### src/epw_pkg.sv
package epw_pkg;
  localparam int ADDR_W = 15;
  localparam int DATA_W = 8;
  localparam int PAGE_BYTES = 64;
  localparam int COL_W = 6;
  localparam int CLK_NS = 25;
  // Strobe low time: well over the 20 ns noise filter and the pulse minimum
  localparam int STROBE_LOW_NS = 100;
  localparam int STROBE_LOW_CYC = (STROBE_LOW_NS + CLK_NS - 1) / CLK_NS;
  // Strobe high gap inside a load period: least byte load interval 0.2 us
  localparam int LOAD_GAP_NS = 200;
  localparam int LOAD_GAP_CYC = (LOAD_GAP_NS + CLK_NS - 1) / CLK_NS;
  // Longest byte load interval 150 us, rounded down
  localparam int BYTE_LOAD_INTERVAL_NS = 150000;
  localparam int BYTE_LOAD_INTERVAL_CYC = BYTE_LOAD_INTERVAL_NS / CLK_NS;
  // Nonvolatile write time 5 ms
  localparam int NONVOLATILE_WRITE_TIME_NS = 5000000;
  localparam int NONVOLATILE_WRITE_TIME_CYC =
    NONVOLATILE_WRITE_TIME_NS / CLK_NS;
  // Power-up write lockout 5 ms (a least time, rounded up)
  localparam int LOCKOUT_NS = 5000000;
  localparam int LOCKOUT_CYC = (LOCKOUT_NS + CLK_NS - 1) / CLK_NS;
  // Last load to poll delay 200 ns
  localparam int LAST_LOAD_TO_POLL_DELAY_NS = 200;
  localparam int LAST_LOAD_TO_POLL_DELAY_CYC =
    (LAST_LOAD_TO_POLL_DELAY_NS + CLK_NS - 1) / CLK_NS;
  // Read access and output enable hold, rounded up
  localparam int READ_ACCESS_NS = 150;
  localparam int READ_ACCESS_CYC = (READ_ACCESS_NS + CLK_NS - 1) / CLK_NS;
  localparam int OE_HOLD_NS = 10;
  localparam int OE_HOLD_CYC = (OE_HOLD_NS + CLK_NS - 1) / CLK_NS;
  localparam int CNT_W = 24;
  // Unlock patterns: three writes to enable protection, six to disable it
  localparam logic [14:0] UNLOCK_ADDR_A = 15'h5555;
  localparam logic [14:0] UNLOCK_ADDR_B = 15'h2aaa;
  localparam logic [7:0] UNLOCK_DATA_A = 8'haa;
  localparam logic [7:0] UNLOCK_DATA_B = 8'h55;
  localparam logic [7:0] PROT_ENABLE_DATA = 8'ha0;
  localparam logic [7:0] PROT_DISABLE_DATA_A = 8'h80;
  localparam logic [7:0] PROT_DISABLE_DATA_B = 8'h20;
  typedef enum logic [1:0] {
    EPW_OP_READ = 2'h0,
    EPW_OP_LOAD = 2'h1,
    EPW_OP_LOAD_CE = 2'h2
  } epw_op_t;
endpackage

### src/epw_sync.sv
`timescale 1ns/100ps
module epw_sync #(
  parameter int WIDTH = 8
) (
  input wire logic clock_in,
  input wire logic reset_n_in,
  input wire logic [WIDTH-1:0] async_in,
  output logic [WIDTH-1:0] sync_out
);
  logic [WIDTH-1:0] meta_r;

  // First stage feeds only the second stage
  always_ff @(posedge clock_in) begin
    if (!reset_n_in) begin
      meta_r <= '0;
      sync_out <= '0;
    end else begin
      meta_r <= async_in;
      sync_out <= meta_r;
    end
  end
endmodule

### src/epw_host.sv
`timescale 1ns/100ps
module epw_host #(
  parameter int BYTE_LOAD_CYC = epw_pkg::BYTE_LOAD_INTERVAL_CYC,
  parameter int WRITE_TIME_CYC = epw_pkg::NONVOLATILE_WRITE_TIME_CYC,
  parameter int LOCKOUT_CYC = epw_pkg::LOCKOUT_CYC
) (
  input wire logic clock_in,
  input wire logic reset_n_in,
  // User side
  input wire logic req_valid_in,
  input wire logic [1:0] req_op_in,
  input wire logic [14:0] req_addr_in,
  input wire logic [7:0] req_data_in,
  input wire logic req_last_in,
  input wire logic prot_enable_in,
  input wire logic prot_disable_in,
  output logic req_ready_out,
  output logic rsp_valid_out,
  output logic [7:0] rsp_data_out,
  output logic write_busy_out,
  // Device pins
  output logic [14:0] mem_addr_out,
  output logic mem_chip_sel_n_out,
  output logic mem_out_en_n_out,
  output logic mem_write_n_out,
  output logic [7:0] mem_data_out,
  output logic mem_data_oe_out,
  input wire logic [7:0] mem_data_in
);
  typedef enum logic [7:0] {
    ST_IDLE = 8'h01,
    ST_LOW = 8'h02,
    ST_GAP = 8'h04,
    ST_WAIT_LOAD = 8'h08,
    ST_RD_ACC = 8'h10,
    ST_RD_END = 8'h20,
    ST_POLL = 8'h40,
    ST_LOCK = 8'h80
  } epw_st_t;

  epw_st_t state_r;
  logic [epw_pkg::CNT_W-1:0] cnt_r;
  logic [7:0] rd_sync;
  logic [7:0] poll_prev_r;
  logic poll_first_r;
  logic [2:0] cmd_idx_r;
  logic [2:0] cmd_len_r;
  logic cmd_mode_r;
  logic use_ce_r;
  logic user_last_r;
  logic [7:0] last_data_r;
  logic [3:0] poll_ph_r;
  localparam logic [3:0] POLL_SAMPLE = 4'(epw_pkg::READ_ACCESS_CYC + 2);

  epw_sync #(.WIDTH(8)) u_rd_sync (
    .clock_in(clock_in),
    .reset_n_in(reset_n_in),
    .async_in(mem_data_in),
    .sync_out(rd_sync)
  );

  ////////////////////////////////////////////////////////////////////////////
  // Unlock command table: up to six writes
  function automatic logic [22:0] cmd_word(input logic dis,
                                           input logic [2:0] i);
    logic [14:0] a;
    logic [7:0] d;
    a = (i == 3'h1 || i == 3'h4) ? epw_pkg::UNLOCK_ADDR_B
                                 : epw_pkg::UNLOCK_ADDR_A;
    d = (i == 3'h1 || i == 3'h4) ? epw_pkg::UNLOCK_DATA_B
                                 : epw_pkg::UNLOCK_DATA_A;
    if (i == 3'h2) begin
      d = dis ? epw_pkg::PROT_DISABLE_DATA_A : epw_pkg::PROT_ENABLE_DATA;
    end
    if (i == 3'h5) begin
      d = epw_pkg::PROT_DISABLE_DATA_B;
    end
    return {a, d};
  endfunction

  ////////////////////////////////////////////////////////////////////////////
  // Main sequencer
  always_ff @(posedge clock_in) begin
    if (!reset_n_in) begin
      state_r <= ST_LOCK;
      cnt_r <= '0;
      mem_addr_out <= '0;
      mem_data_out <= '0;
      mem_data_oe_out <= 1'b0;
      mem_chip_sel_n_out <= 1'b1;
      mem_out_en_n_out <= 1'b1;
      mem_write_n_out <= 1'b1;
      req_ready_out <= 1'b0;
      rsp_valid_out <= 1'b0;
      rsp_data_out <= '0;
      write_busy_out <= 1'b1;
      poll_prev_r <= '0;
      poll_first_r <= 1'b0;
      cmd_idx_r <= '0;
      cmd_len_r <= '0;
      cmd_mode_r <= 1'b0;
      use_ce_r <= 1'b0;
      user_last_r <= 1'b0;
      last_data_r <= '0;
      poll_ph_r <= '0;
    end else begin
      rsp_valid_out <= 1'b0;
      unique case (state_r)
        ST_LOCK: begin
          // Hold strobes high through the device's power-up lockout
          cnt_r <= cnt_r + 1'b1;
          if (cnt_r >= epw_pkg::CNT_W'(LOCKOUT_CYC)) begin
            state_r <= ST_IDLE;
            req_ready_out <= 1'b1;
            write_busy_out <= 1'b0;
            cnt_r <= '0;
          end
        end
        ST_IDLE: begin
          cnt_r <= '0;
          if (prot_enable_in || prot_disable_in) begin
            // Enable arms with the following data load; disable stands alone
            cmd_mode_r <= 1'b1;
            cmd_idx_r <= '0;
            cmd_len_r <= prot_disable_in ? 3'h6 : 3'h3;
            use_ce_r <= 1'b0;
            {mem_addr_out, mem_data_out} <= cmd_word(prot_disable_in, 3'h0);
            mem_out_en_n_out <= 1'b1;
            mem_chip_sel_n_out <= 1'b0;
            mem_write_n_out <= 1'b0;
            mem_data_oe_out <= 1'b1;
            req_ready_out <= 1'b0;
            write_busy_out <= 1'b1;
            state_r <= ST_LOW;
          end else if (req_valid_in &&
                       req_op_in == 2'(epw_pkg::EPW_OP_READ)) begin
            mem_addr_out <= req_addr_in;
            mem_data_oe_out <= 1'b0;
            mem_chip_sel_n_out <= 1'b0;
            mem_out_en_n_out <= 1'b0;
            mem_write_n_out <= 1'b1;
            req_ready_out <= 1'b0;
            state_r <= ST_RD_ACC;
          end else if (req_valid_in) begin
            // Address and strobe change on the same edge; OE high blocks nothing
            cmd_mode_r <= 1'b0;
            use_ce_r <= (req_op_in == 2'(epw_pkg::EPW_OP_LOAD_CE));
            user_last_r <= req_last_in;
            mem_addr_out <= req_addr_in;
            mem_data_out <= req_data_in;
            last_data_r <= req_data_in;
            mem_data_oe_out <= 1'b1;
            mem_out_en_n_out <= 1'b1;
            if (req_op_in == 2'(epw_pkg::EPW_OP_LOAD_CE)) begin
              mem_write_n_out <= 1'b0;
              mem_chip_sel_n_out <= 1'b0;
            end else begin
              mem_chip_sel_n_out <= 1'b0;
              mem_write_n_out <= 1'b0;
            end
            req_ready_out <= 1'b0;
            write_busy_out <= 1'b1;
            state_r <= ST_LOW;
          end
        end
        ST_LOW: begin
          // Long enough to pass the noise filter
          cnt_r <= cnt_r + 1'b1;
          if (cnt_r + 1'b1 >= epw_pkg::CNT_W'(epw_pkg::STROBE_LOW_CYC)) begin
            cnt_r <= '0;
            if (use_ce_r) begin
              mem_chip_sel_n_out <= 1'b1;
            end else begin
              mem_write_n_out <= 1'b1;
            end
            state_r <= ST_GAP;
          end
        end
        ST_GAP: begin
          cnt_r <= cnt_r + 1'b1;
          if (cnt_r + 1'b1 >= epw_pkg::CNT_W'(epw_pkg::LOAD_GAP_CYC)) begin
            cnt_r <= '0;
            mem_write_n_out <= 1'b1;
            mem_chip_sel_n_out <= 1'b1;
            mem_data_oe_out <= 1'b0;
            if (cmd_mode_r && cmd_idx_r + 3'h1 < cmd_len_r) begin
              // Next command write within the load interval
              cmd_idx_r <= cmd_idx_r + 3'h1;
              {mem_addr_out, mem_data_out} <=
                cmd_word(cmd_len_r == 3'h6, cmd_idx_r + 3'h1);
              mem_write_n_out <= 1'b0;
              mem_chip_sel_n_out <= 1'b0;
              mem_data_oe_out <= 1'b1;
              state_r <= ST_LOW;
            end else if (cmd_mode_r && cmd_len_r == 3'h3) begin
              // Enable: the next user load follows at once
              cmd_mode_r <= 1'b0;
              req_ready_out <= 1'b1;
              state_r <= ST_IDLE;
            end else if (cmd_mode_r || user_last_r) begin
              state_r <= ST_WAIT_LOAD;
            end else begin
              // More bytes of this page: user must keep within the interval
              req_ready_out <= 1'b1;
              state_r <= ST_IDLE;
            end
          end
        end
        ST_WAIT_LOAD: begin
          // Strobes stay high until the load timer expires
          cnt_r <= cnt_r + 1'b1;
          if (cnt_r + 1'b1 >= epw_pkg::CNT_W'(BYTE_LOAD_CYC)) begin
            cnt_r <= '0;
            poll_first_r <= 1'b1;
            poll_ph_r <= '0;
            mem_chip_sel_n_out <= 1'b0;
            mem_out_en_n_out <= 1'b0;
            state_r <= ST_POLL;
          end
        end
        ST_POLL: begin
          // cnt_r bounds the whole wait; poll_ph_r paces one read each
          cnt_r <= cnt_r + 1'b1;
          poll_ph_r <= poll_ph_r + 4'h1;
          if (poll_ph_r == POLL_SAMPLE) begin
            // Output enable goes high between reads so bit 6 can toggle
            poll_prev_r <= rd_sync;
            poll_first_r <= 1'b0;
            mem_out_en_n_out <= 1'b1;
            if ((!poll_first_r && rd_sync[6] == poll_prev_r[6] &&
                 rd_sync[7] == last_data_r[7]) ||
                cnt_r >= epw_pkg::CNT_W'(WRITE_TIME_CYC)) begin
              mem_chip_sel_n_out <= 1'b1;
              write_busy_out <= 1'b0;
              req_ready_out <= 1'b1;
              cnt_r <= '0;
              poll_ph_r <= '0;
              state_r <= ST_IDLE;
            end
          end else if (poll_ph_r > POLL_SAMPLE) begin
            poll_ph_r <= '0;
            mem_out_en_n_out <= 1'b0;
          end
        end
        ST_RD_ACC: begin
          cnt_r <= cnt_r + 1'b1;
          if (cnt_r + 1'b1 >=
              epw_pkg::CNT_W'(epw_pkg::READ_ACCESS_CYC + 2)) begin
            // Two extra cycles cover the input synchroniser
            rsp_data_out <= rd_sync;
            rsp_valid_out <= 1'b1;
            mem_out_en_n_out <= 1'b1;
            mem_chip_sel_n_out <= 1'b1;
            cnt_r <= '0;
            state_r <= ST_RD_END;
          end
        end
        ST_RD_END: begin
          cnt_r <= cnt_r + 1'b1;
          if (cnt_r + 1'b1 >= epw_pkg::CNT_W'(epw_pkg::OE_HOLD_CYC)) begin
            cnt_r <= '0;
            req_ready_out <= 1'b1;
            state_r <= ST_IDLE;
          end
        end
        default: begin
          state_r <= ST_IDLE;
        end
      endcase
    end
  end
endmodule

### config.mk
export PLATFORM = sky130hd
export DESIGN_NAME = epw_host
export DESIGN_NICKNAME = d
export VERILOG_FILES = /design/src/epw_pkg.sv /design/src/epw_sync.sv /design/src/epw_host.sv
export SDC_FILE = /design/constraint.sdc
export NUM_CORES = 1
export LEC_CHECK = 0
export BUFFER_PORTS_ARGS = -buffer_cell sky130_fd_sc_hd__buf_2
export CORE_MARGIN = 2
export CORE_UTILIZATION = 24
export DETAILED_ROUTE_END_ITERATION = 10
export GPL_TIMING_DRIVEN = 1
export PLACE_DENSITY = 0.4
export REMOVE_ABC_BUFFERS = 1
export SLEW_MARGIN = 10
export SYNTH_ARGS = -nofsm -noshare
export SYNTH_HDL_FRONTEND = slang
export SYNTH_SLANG_ARGS = --single-unit
### constraint.sdc
create_clock -name clock_in -period 4.4 [get_ports clock_in]
set_clock_uncertainty 0.1 [all_clocks]
set_input_delay 0.22 -clock clock_in [delete_from_list [all_inputs] [get_ports clock_in]]
set_output_delay 0.22 -clock clock_in [all_outputs]
set_load 0.02 [all_outputs]
==> results.sh, run 1 <==
export IMPL_crit_required_ns=4.56
export IMPL_grt_ovfl_total=0
export IMPL_fin_crit_sh=0.8687
export IMPL_crit_path_cell_trace="ha_1, nand4_1, or3_1, nor2_1, o21ai_1, a211oi_1, buf_4, and3_1, nor2_1, o211a_1"
export IMPL_crit_fanout=18
export IMPL_synth_edf_count=0
export IMPL_place_inst=1069
export IMPL_report_final_setup_viol=0
export IMPL_grt_setup_unrepaired="no"
export IMPL_rows=56
export IMPL_fin_tns_setup_ns=0
export IMPL_critical_path_startpoint="cnt_r[0]"
export IMPL_post_dp_hpwl_um=12610
export IMPL_critPathArrivalTime_ns=3.99
export IMPL_antenna_found_initial=0
export IMPL_core_area_um2=23330
export IMPL_grt_first_pass_wirelength_um=28370
export IMPL_switching_share=0.3368
export IMPL_viasPerCell=4.872
export IMPL_p_clk_frac=0.367
export IMPL_yosysTopAreaCell="dfxtp_1"
export IMPL_critPathMaxStageDelay_ns=0.54
export IMPL_hold_class="primary input to register"
export IMPL_fill_cells=2540
export IMPL_whs_ns=0.03432
export IMPL_vdd_drop_max_v=0.0001836
export IMPL_clock_sinks=102
export IMPL_maxCapViolations=0
export IMPL_syn_to_final_growth_pct=18.55
export IMPL_crit_path_frequent_cell="nor2_1"
export IMPL_end_kind="register"
export IMPL_cts_buffer_depth=2
export IMPL_clock_fmax_mhz=261.6
export IMPL_netlist_area_um2=5678
export IMPL_power_share_combinational=0.194
export IMPL_synth_seq_cells=102
export IMPL_power_density_nw_per_um2=347.6
export IMPL_dr_pass1_iters=4
export IMPL_cts_buffers=9
export IMPL_syn_area_per_cell_um2=7.986
export IMPL_worstHoldStart="req_op_in[1]"
export IMPL_ant_nets=0
export IMPL_drt_initial_drc_count=366
export IMPL_io_buffers=76
export IMPL_critPathTopFamily="simple AND/OR/NAND/NOR gates"
export IMPL_instances_no_fill=1095
export IMPL_p_int_mw=1.552
export IMPL_final_hold_viol_count=0
export IMPL_worst_slew_pin_slew_ns=0.8982
export IMPL_diodes=0
export IMPL_run_status="complete, no violations"
export IMPL_synthDistinctLibCells=70
export IMPL_timing_rr_start="cnt_r[0]"
export IMPL_crit_slowest_cell="and3_1"
export IMPL_grt_max_degree=43
export IMPL_post_cts_buffers=0
export IMPL_clock_root_buffer="clkbuf_16"
export IMPL_gp_congestion=0.7933
export IMPL_yosysMostFrequentCell="dfxtp_1"
export IMPL_groute_usage_overall=0.1444
export IMPL_drc_errors=0
export IMPL_drv_slew=0
export IMPL_fin_crit_ns=3.822
export IMPL_cts_clk_slew_worst_paths_ns=0.08
export IMPL_num_vias=5335
export IMPL_leakage_nw=2.635
export IMPL_worst_path_buf_inv=1
export IMPL_layout_nets=822
export IMPL_p_sw_mw=0.7880
export IMPL_h_tree_depth=3
export IMPL_yosys_warnings=0
export IMPL_die_w_um=157.8
export IMPL_grt_pass1_vias=5177
export IMPL_ioPinCount=77
export IMPL_synth_flop_cell="dfxtp_1"
export IMPL_cts_tree="done"
export IMPL_wl_per_cell_um=15.77
export IMPL_die_y_um=157.8
export IMPL_crit_type="register to register"
export IMPL_synthCells=711
export IMPL_start_util=0.2434
export IMPL_synthTopCellsByArea="dfxtp_1, nor2_1, a21oi_1"
export IMPL_clk_latency_ns=0.37
export IMPL_drive_above_1_share=0.1624
export IMPL_async_reset_ff_frac=0
export IMPL_drt_wl_total_um=17270
export IMPL_power_frac_seq=0.439
export IMPL_slew_headroom=0.3992
export IMPL_netlist_top_cells_count="dfxtp_1, nor2_1, nand2_1, a21oi_1, nand3_1"
export IMPL_die_area_um2=24900
export IMPL_cp_start_kind="register"
export IMPL_seq_area_frac_synth=0.3596
export IMPL_yosysTopAreaCellShare=0.3596
cell families (layout without fill, tap and decap cells):
logic type | Yosys count | after routing | synth area share
AND/OR/NAND/NOR | 311 | 311 | 0.2882
AO/OA/AOI/OAI | 181 | 181 | 0.2109
flip-flops | 102 | 102 | 0.3596
buffers and inverters | 71 | 136 | 0.05817
multiplexers | 19 | 19 | 0.03349
XOR/XNOR | 15 | 15 | 0.02314
adder cells (fa/ha/maj) | 12 | 12 | 0.02644
metrics by stage:
| step | cell area [µm²] | util | total power [mW] | setup WS, ns |
|---|---|---|---|---|
| 2_1_floorplan | 5426 | - | 1.315 | 0.8353 |
| 3_3_place_gp | 6315 | 0.2706 | 1.500 | 0.6817 |
| 3_5_place_dp | 6315 | 0.2706 | 1.498 | 0.6343 |
| 4_1_cts | 6731 | 0.2885 | 2.381 | 0.5943 |
| 5_1_grt | 6731 | 0.2885 | 2.472 | 0.2548 |
| 6_report | 6731 | 0.2885 | 2.340 | 0.5775 |
layout by cell type (no fill, tap or decap), types with 13 or more instances in the layout:
cell type / instances
or4_1: 13
a211oi_1: 16
o21ai_0: 33
a21oi_1: 51
a31oi_1: 19
nor3_1: 18
nand4_1: 13
mux2i_1: 19
buf_4: 13
inv_1: 20
dfxtp_1: 102
buf_2: 76
nor2_1: 70
nand2_1: 60
and2_1: 24
nand3_1: 43
layout make-up:
| class | count | area [µm²] | share of cell area |
|---|---|---|---|
| Timing Repair Buffer | 99 | 578.1 | 0.08587 |
| Sequential cell | 102 | 2042 | 0.3033 |
| Inverter | 21 | 78.83 | 0.01171 |
| Tap cell | 319 | 399.1 | 0.05929 |
| Clock inverter | 7 | 91.34 | 0.01357 |
| Clock buffer | 9 | 225.2 | 0.03346 |
| Multi-Input combinational cell | 538 | 3317 | 0.4928 |
power by group through the flow:
stage | Combinational (mW) | Sequential (mW) | Clock [mW]
floorplan | 0.253 | 1.06 | 0
global placement | 0.453 | 1.05 | 0
detailed placement | 0.450 | 1.05 | 0
CTS | 0.459 | 1.03 | 0.896
global route | 0.506 | 1.03 | 0.932
finish | 0.455 | 1.03 | 0.859
final timing paths:
| path | depth (start not counted) | slack, ns | to |
|---|---|---|---|
| hold / removal | 3 | 0.03 | use_ce_r |
| setup / recovery | 10 | 0.58 | mem_addr_out[9] |
| hold reg to reg | 1 | 0.33 | u_rd_sync.sync_out[1] |
| setup reg to reg | 10 | 0.58 | mem_addr_out[9] |
tightest hold or removal path: cells and delay by family:
family	cells	cell delay, ns
buf+inv	1	0.12
compound gates	1	0.06
simple gates	1	0.06
state kept, by name, summed over array words and instances, names as in the netlist, 3 cells and up:
signal	count
u_rd_sync.sync_out	8
poll_ph_r	4
mem_addr_out	15
state_r	8
cnt_r	24
cmd_len_r	3
u_rd_sync.meta_r	8
cmd_idx_r	3
rsp_data_out	8
mem_data_out	8
what timing repair did:
action,4_1_cts,5_1_grt
endpoints found under the hold margin,10,0
gates resized for setup,0,0
hold buffers,10,0
routing by layer:
metal / share of wire / global-route usage / wire length (µm) / vias up
met5: 0 / 0 / 0 / -
met2: 0.46 / 0.2342 / 7943 / 85
met4: 0.0087 / 0.03160 / 150 / 0
li1: - / - / - / 2723
met3: 0.041 / 0.03367 / 707 / 14
met1: 0.49 / 0.1949 / 8472 / 2513
Note: power is estimated with default switching activity, not from simulation.
==> inputs of run 2 (changes only) <==
==> constraint.sdc (replaced) <==
create_clock -name clock_in -period 4.55 [get_ports clock_in]
set_clock_uncertainty 0.1 [all_clocks]
set_input_delay 0.2275 -clock clock_in [delete_from_list [all_inputs] [get_ports clock_in]]
set_output_delay 0.2275 -clock clock_in [all_outputs]
set_load 0.02 [all_outputs]
==> results.sh, run 2 (synthesis results as in run 1) <==
export IMPL_io_buffers=76
export IMPL_start_util=0.2434
export IMPL_final_common_cell="dfxtp_1"
export IMPL_dp_slack_ns=0.6198
export IMPL_r2r_end="mem_addr_out[9]"
export IMPL_leakage_nw=2.620
export IMPL_layout_nets=820
export IMPL_crit_fanout=18
export IMPL_cts_buffers=9
export IMPL_design_area_um2=6711
export IMPL_final_cell_mix="dfxtp_1, buf_2, nor2_1"
export IMPL_post_route_util=0.2876
export IMPL_vdd_drop_max_v=0.0001764
export IMPL_slew_headroom=0.3824
export IMPL_critPathArrivalTime_ns=4.11
export IMPL_post_dp_hpwl_um=12690
export IMPL_drt_initial_drc_count=262
export IMPL_end_kind="register"
export IMPL_post_cts_resized=0
export IMPL_critPathMaxStageDelay_ns=0.55
export IMPL_crit_slowest_cell="and3_1"
export IMPL_groute_usage_overall=0.1423
export IMPL_crit_path_cell_trace="ha_1, nand4_1, or3_1, nor2_1, o21ai_1, a211oi_1, buf_4, and3_1, nor2_1, o211a_1"
export IMPL_regMostFlops="cnt_r"
export IMPL_h_tree_depth=3
export IMPL_die_w_um=157.8
export IMPL_multiInputGateArea_um2=3317
export IMPL_num_vias=5407
export IMPL_hold_class="primary input to register"
export IMPL_clk_latency_ns=0.36
export IMPL_final_hold_viol_count=0
export IMPL_rows=56
export IMPL_power_density_nw_per_um2=333.8
export IMPL_timing_rr_start="cnt_r[1]"
export IMPL_cts_clk_slew_worst_paths_ns=0.08
export IMPL_fin_tns_setup_ns=0
export IMPL_setup_ws_ns=0.5946
export IMPL_grt_max_degree=36
export IMPL_drv_slew=0
export IMPL_worstHoldStart="req_data_in[7]"
export IMPL_ioPinCount=77
export IMPL_drt_wl_total_um=17300
export IMPL_gp_congestion=0.8108
export IMPL_fin_crit_sh=0.8693
export IMPL_grt_first_pass_wirelength_um=28170
export IMPL_diodes=0
export IMPL_worst_path_buf_inv=1
export IMPL_dr_pass1_iters=5
export IMPL_crit_required_ns=4.70
export IMPL_clock_sinks=102
export IMPL_hold_depth=3
export IMPL_drc_errors=0
export IMPL_crit_type="register to register"
export IMPL_fill_cells=2550
export IMPL_report_final_setup_viol=0
export IMPL_maxCapViolations=0
export IMPL_run_status="complete, no violations"
export IMPL_ant_nets=0
export IMPL_cts_buffer_depth=2
export IMPL_fin_crit_ns=3.955
export IMPL_cp_start_kind="register"
export IMPL_r2r_slack_ns=0.59
export IMPL_seqCellArea_um2=2042
export IMPL_drive_above_1_share=0.1602
export IMPL_critical_path_startpoint="cnt_r[1]"
export IMPL_placed_cell_area_um2=6300
export IMPL_core_area_um2=23330
export IMPL_die_area_um2=24900
export IMPL_largest_register_ffs=24
export IMPL_reg2reg_depth=10
export IMPL_antenna_found_initial=0
export IMPL_crit_path_frequent_cell="nor2_1"
export IMPL_cts_tree="done"
export IMPL_reg_largest_list="cnt_r (24), mem_addr_out (15)"
export IMPL_grt_ovfl_total=0
export IMPL_clock_root_buffer="clkbuf_16"
export IMPL_clock_fmax_mhz=252.8
export IMPL_wl_per_cell_um=15.83
export IMPL_worst_slew_pin_slew_ns=0.9233
export IMPL_syn_to_final_growth_pct=18.20
export IMPL_grt_setup_unrepaired="no"
export IMPL_instances_no_fill=1093
export IMPL_grt_pass1_vias=5200
export IMPL_place_inst=1067
export IMPL_die_y_um=157.8
export IMPL_viasPerCell=4.947
export IMPL_holdPathEnd="last_data_r[7]"
export IMPL_critPathTopFamily="simple AND/OR/NAND/NOR gates"
==> run 2: cell types whose count changed in the layout (fill, tap and decap cells not counted), sizes merged <==
| cell | before | now |
|---|---|---|
| buf | 89 | 87 |
| clkinv | 4 | 5 |
| inv | 24 | 23 |
==> run 2: how the worst max path moves through the flow <==
stage	end	slack, ns	cells after the start
after floorplan	cnt_r[23]	0.99	9
after global placement	mem_addr_out[3]	0.58	10
after detailed placement	mem_addr_out[9]	0.62	10
after CTS	mem_addr_out[9]	0.59	10
after global routing	mem_addr_out[7]	0.29	10
final	mem_addr_out[9]	0.59	10
==> run 2: metal layers <==
layer,vias to the layer above,track usage,wire length (µm)
met4,0,0.03377,205
met3,17,0.03175,663
met1,2575,0.1884,8280
li1,2721,-,-
met5,-,0,0
met2,94,0.2348,8147
==> run 2: repair_timing <==
| action | 4_1_cts | 5_1_grt |
|---|---|---|
| endpoints found under the setup margin | 0 | 0 |
| buffers inserted | 0 | 0 |
| hold endpoints to repair | 10 | 0 |
| hold buffers | 10 | 0 |
==> run 2: report_power, final <==
group | switching (mW) | internal (mW) | total, mW
logic | 0.280 | 0.159 | 0.439
clock network | 0.412 | 0.397 | 0.809
registers | 0.0519 | 0.940 | 0.992
total | 0.745 | 1.50 | 2.24
==> run 2: stage by stage <==
stage | hold WS (ns) | total power [mW]
after floorplan | 0.1894 | 1.271
after global placement | 0.3132 | 1.450
after detailed placement | 0.3185 | 1.448
after CTS | 0.03177 | 2.284
after global routing | 0.04730 | 2.371
final | 0.04254 | 2.240
==> run 2: cell type report <==
cell class,instances,share of cell area
timing repair buffer,97,0.08389
sequential,102,0.3043
clock buffer,9,0.03356
clock inverter,7,0.01286
inverter,21,0.01174
tap,319,0.05947
multi-input combinational,538,0.4942
==> run 2: tightest hold or removal path, stage by stage <==
cell and delay [ns]:
buf_2 0.11, mux2i_1 0.06, nor2_1 0.07
==> inputs of run 3 (changes only) <==
--- a/config.mk
+++ b/config.mk
@@ -5,6 +5,7 @@
 export SDC_FILE = /design/constraint.sdc
 export NUM_CORES = 1
 export LEC_CHECK = 0
+export ABC_AREA = 1
 export BUFFER_PORTS_ARGS = -buffer_cell sky130_fd_sc_hd__buf_2
 export CORE_MARGIN = 2
 export CORE_UTILIZATION = 24
==> results.sh, run 3 <==
export IMPL_io_buffers=76
export IMPL_p_clk_frac=0.284
export IMPL_seqCellArea_um2=2042
export IMPL_core_area_um2=23330
export IMPL_switching_share=0.4154
export IMPL_largest_register_ffs=24
export IMPL_yosysTopAreaCellShare=0.3603
export IMPL_post_cts_buffers=0
export IMPL_syn_to_final_growth_pct=20.98
export IMPL_gp_congestion=0.8152
export IMPL_post_cts_resized=0
export IMPL_vdd_drop_max_v=0.0002084
export IMPL_holdPathEnd="mem_addr_out[5]"
export IMPL_grt_use_met2=0.2319
export IMPL_netlist_top_cells_count="nand2_1, nor2_1, inv_1, dfxtp_1, a21oi_1"
export IMPL_reg2reg_depth=14
export IMPL_r2r_slack_ns=1.35
export IMPL_fin_crit_sh=0.7041
export IMPL_run_status="complete, no violations"
export IMPL_ioPinCount=77
export IMPL_final_hold_viol_count=0
export IMPL_clock_root_buffer="clkbuf_16"
export IMPL_crit_fanout=11
export IMPL_busiest_layer="met2"
export IMPL_met1_usage=0.1832
export IMPL_post_route_util=0.2938
export IMPL_drive_above_1_share=0.1658
export IMPL_die_y_um=157.7
export IMPL_power_frac_seq=0.374
export IMPL_p_sw_mw=1.211
export IMPL_h_tree_depth=3
export IMPL_wl_per_cell_um=13.31
export IMPL_worstHoldStart="req_addr_in[5]"
export IMPL_synth_edf_count=0
export IMPL_timing_rr_start="cmd_idx_r[0]"
export IMPL_slew_headroom=0.4378
export IMPL_fill_cells=2612
export IMPL_maxCapViolations=0
export IMPL_hold_class="primary input to register"
export IMPL_viasPerCell=4.344
export IMPL_cp_start_kind="register"
export IMPL_synth_flop_cell="dfxtp_1"
export IMPL_rows=56
export IMPL_place_inst=1235
export IMPL_cts_clk_slew_worst_paths_ns=0.09
export IMPL_whs_ns=0.01498
export IMPL_yosysMostFrequentCell="nand2_1"
export IMPL_groute_usage_overall=0.1399
export IMPL_r2r_end="mem_addr_out[1]"
export IMPL_fin_crit_ns=3.203
export IMPL_reg_largest_list="cnt_r (24), mem_addr_out (15)"
export IMPL_yosysTopAreaCell="dfxtp_1"
export IMPL_instances_no_fill=1266
export IMPL_synthTopCellsByArea="dfxtp_1, nand2_1, nor2_1"
export IMPL_dr_pass1_iters=5
export IMPL_cts_hold_buf=15
export IMPL_hold_depth=3
export IMPL_grt_max_degree=49
export IMPL_antenna_found_initial=0
export IMPL_clk_latency_ns=0.36
export IMPL_drc_errors=0
export IMPL_drt_wl_total_um=16850
export IMPL_drv_slew=0
export IMPL_final_common_cell="nand2_1"
export IMPL_critPathArrivalTime_ns=3.41
export IMPL_final_cell_mix="nand2_1, nor2_1, inv_1, dfxtp_1, buf_2"
export IMPL_synthDistinctLibCells=40
export IMPL_clock_sinks=102
export IMPL_p_int_mw=1.704
export IMPL_diodes=0
export IMPL_start_util=0.2429
export IMPL_cts_buffers=9
export IMPL_cts_buffer_depth=2
export IMPL_die_area_um2=24860
export IMPL_report_final_setup_viol=0
export IMPL_ant_nets=0
export IMPL_seq_area_frac_synth=0.3603
export IMPL_grt_use_met3=0.03121
export IMPL_async_reset_ff_frac=0
export IMPL_worst_slew_pin_slew_ns=0.8424
export IMPL_clock_fmax_mhz=312.2
export IMPL_layout_nets=993
export IMPL_synthCells=856
export IMPL_cts_tree="done"
export IMPL_dp_slack_ns=1.342
export IMPL_yosys_warnings=0
export IMPL_grt_setup_unrepaired="no"
export IMPL_num_vias=5499
export IMPL_crit_required_ns=4.75
export IMPL_leakage_nw=3.030
export IMPL_post_dp_hpwl_um=12300
export IMPL_drt_initial_drc_count=218
export IMPL_syn_area_per_cell_um2=6.620
export IMPL_power_density_nw_per_um2=425.3
export IMPL_setup_ws_ns=1.347
export IMPL_synth_seq_cells=102
export IMPL_die_w_um=157.7
export IMPL_end_kind="register"
export IMPL_netlist_area_um2=5667
export IMPL_crit_type="register to register"
export IMPL_grt_pass1_vias=5202
export IMPL_regMostFlops="cnt_r"
export IMPL_grt_first_pass_wirelength_um=27240
export IMPL_grt_ovfl_total=0
export IMPL_fin_tns_setup_ns=0
export IMPL_power_share_combinational=0.342
export IMPL_multiInputGateArea_um2=3132
[run 3: cell count changes in the layout (fill, tap and decap cells not counted), sizes merged, moves of 10 or more]
cell / previous run / this run
a31oi: 19 / 2
a211oi: 16 / 4
nor2: 71 / 142
and2: 24 / 0
a21oi: 52 / 74
inv: 23 / 106
nand2: 61 / 226
or3: 12 / 0
or4: 14 / 0
mux2i: 19 / 0
o21ai: 38 / 53
and3: 11 / 1
[run 3: final cells by class]
class / count / area share
Multi-Input combinational cell: 627 / 0.4568
Sequential cell: 102 / 0.2979
Inverter: 105 / 0.05749
Clock buffer: 9 / 0.03285
Tap cell: 319 / 0.05822
Timing Repair Buffer: 97 / 0.08396
Clock inverter: 7 / 0.01278
[run 3: routing by layer]
metal  routed length (µm)  vias to the layer above
met2                 7687                      108
met5                    0                        -
li1                     -                     2918
met3                  698                       13
met4                  180                        0
met1                 8282                     2460
[run 3: stage by stage]
| stage | area [µm²] | total power [mW] |
|---|---|---|
| after floorplan | 5562 | 1.756 |
| after global placement | 6392 | 2.125 |
| after detailed placement | 6392 | 2.114 |
| after CTS | 6855 | 2.968 |
| after global routing | 6855 | 3.129 |
| final | 6855 | 2.915 |
[run 3: power by group through the flow]
| stage | clock network, mW | logic [mW] | registers (mW) |
|---|---|---|---|
| after floorplan | 0 | 0.570 | 1.19 |
| after global placement | 0 | 1.01 | 1.11 |
| after detailed placement | 0 | 1.00 | 1.11 |
| after CTS | 0.859 | 1.02 | 1.09 |
| after global routing | 0.894 | 1.13 | 1.11 |
| final | 0.828 | 0.997 | 1.09 |
[run 3: how the worst max path moves through the flow]
stage                       from  slack (ns)         endpoint  cells past startpoint
floorplan             state_r[6]        1.84        cnt_r[10]                     12
global placement    cmd_idx_r[0]        1.36  mem_addr_out[1]                     14
detailed placement  cmd_idx_r[0]        1.34  mem_addr_out[1]                     14
CTS                 cmd_idx_r[0]        1.30  mem_addr_out[1]                     14
global route        cmd_idx_r[0]        0.99  mem_addr_out[1]                     14
finish              cmd_idx_r[0]        1.35  mem_addr_out[1]                     14
[run 3: cell families after synthesis]
| logic type | Yosys count | share of synthesized area |
|---|---|---|
| AND/OR/NAND/NOR | 464 | 0.3696 |
| AO/OA/AOI/OAI | 140 | 0.1384 |
| XOR/XNOR | 11 | 0.01700 |
| flip-flops | 102 | 0.3603 |
| buffers and inverters | 127 | 0.08810 |
| adder cells (fa/ha/maj) | 12 | 0.02650 |
[run 3: worst max-delay path, cell delays in order, from the launching register on]
cell     delay [ns]
dfxtp_1        0.39
ha_1           0.24
or2_2          0.27
nand2_1        0.12
inv_1          0.09
ha_1           0.27
nand2_1        0.06
nand2_1        0.04
nor2_1         0.12
inv_1          0.09
nor2_1         0.29
nor2_1         0.13
nor2_1         0.62
o21ai_0        0.15
a21oi_1        0.15
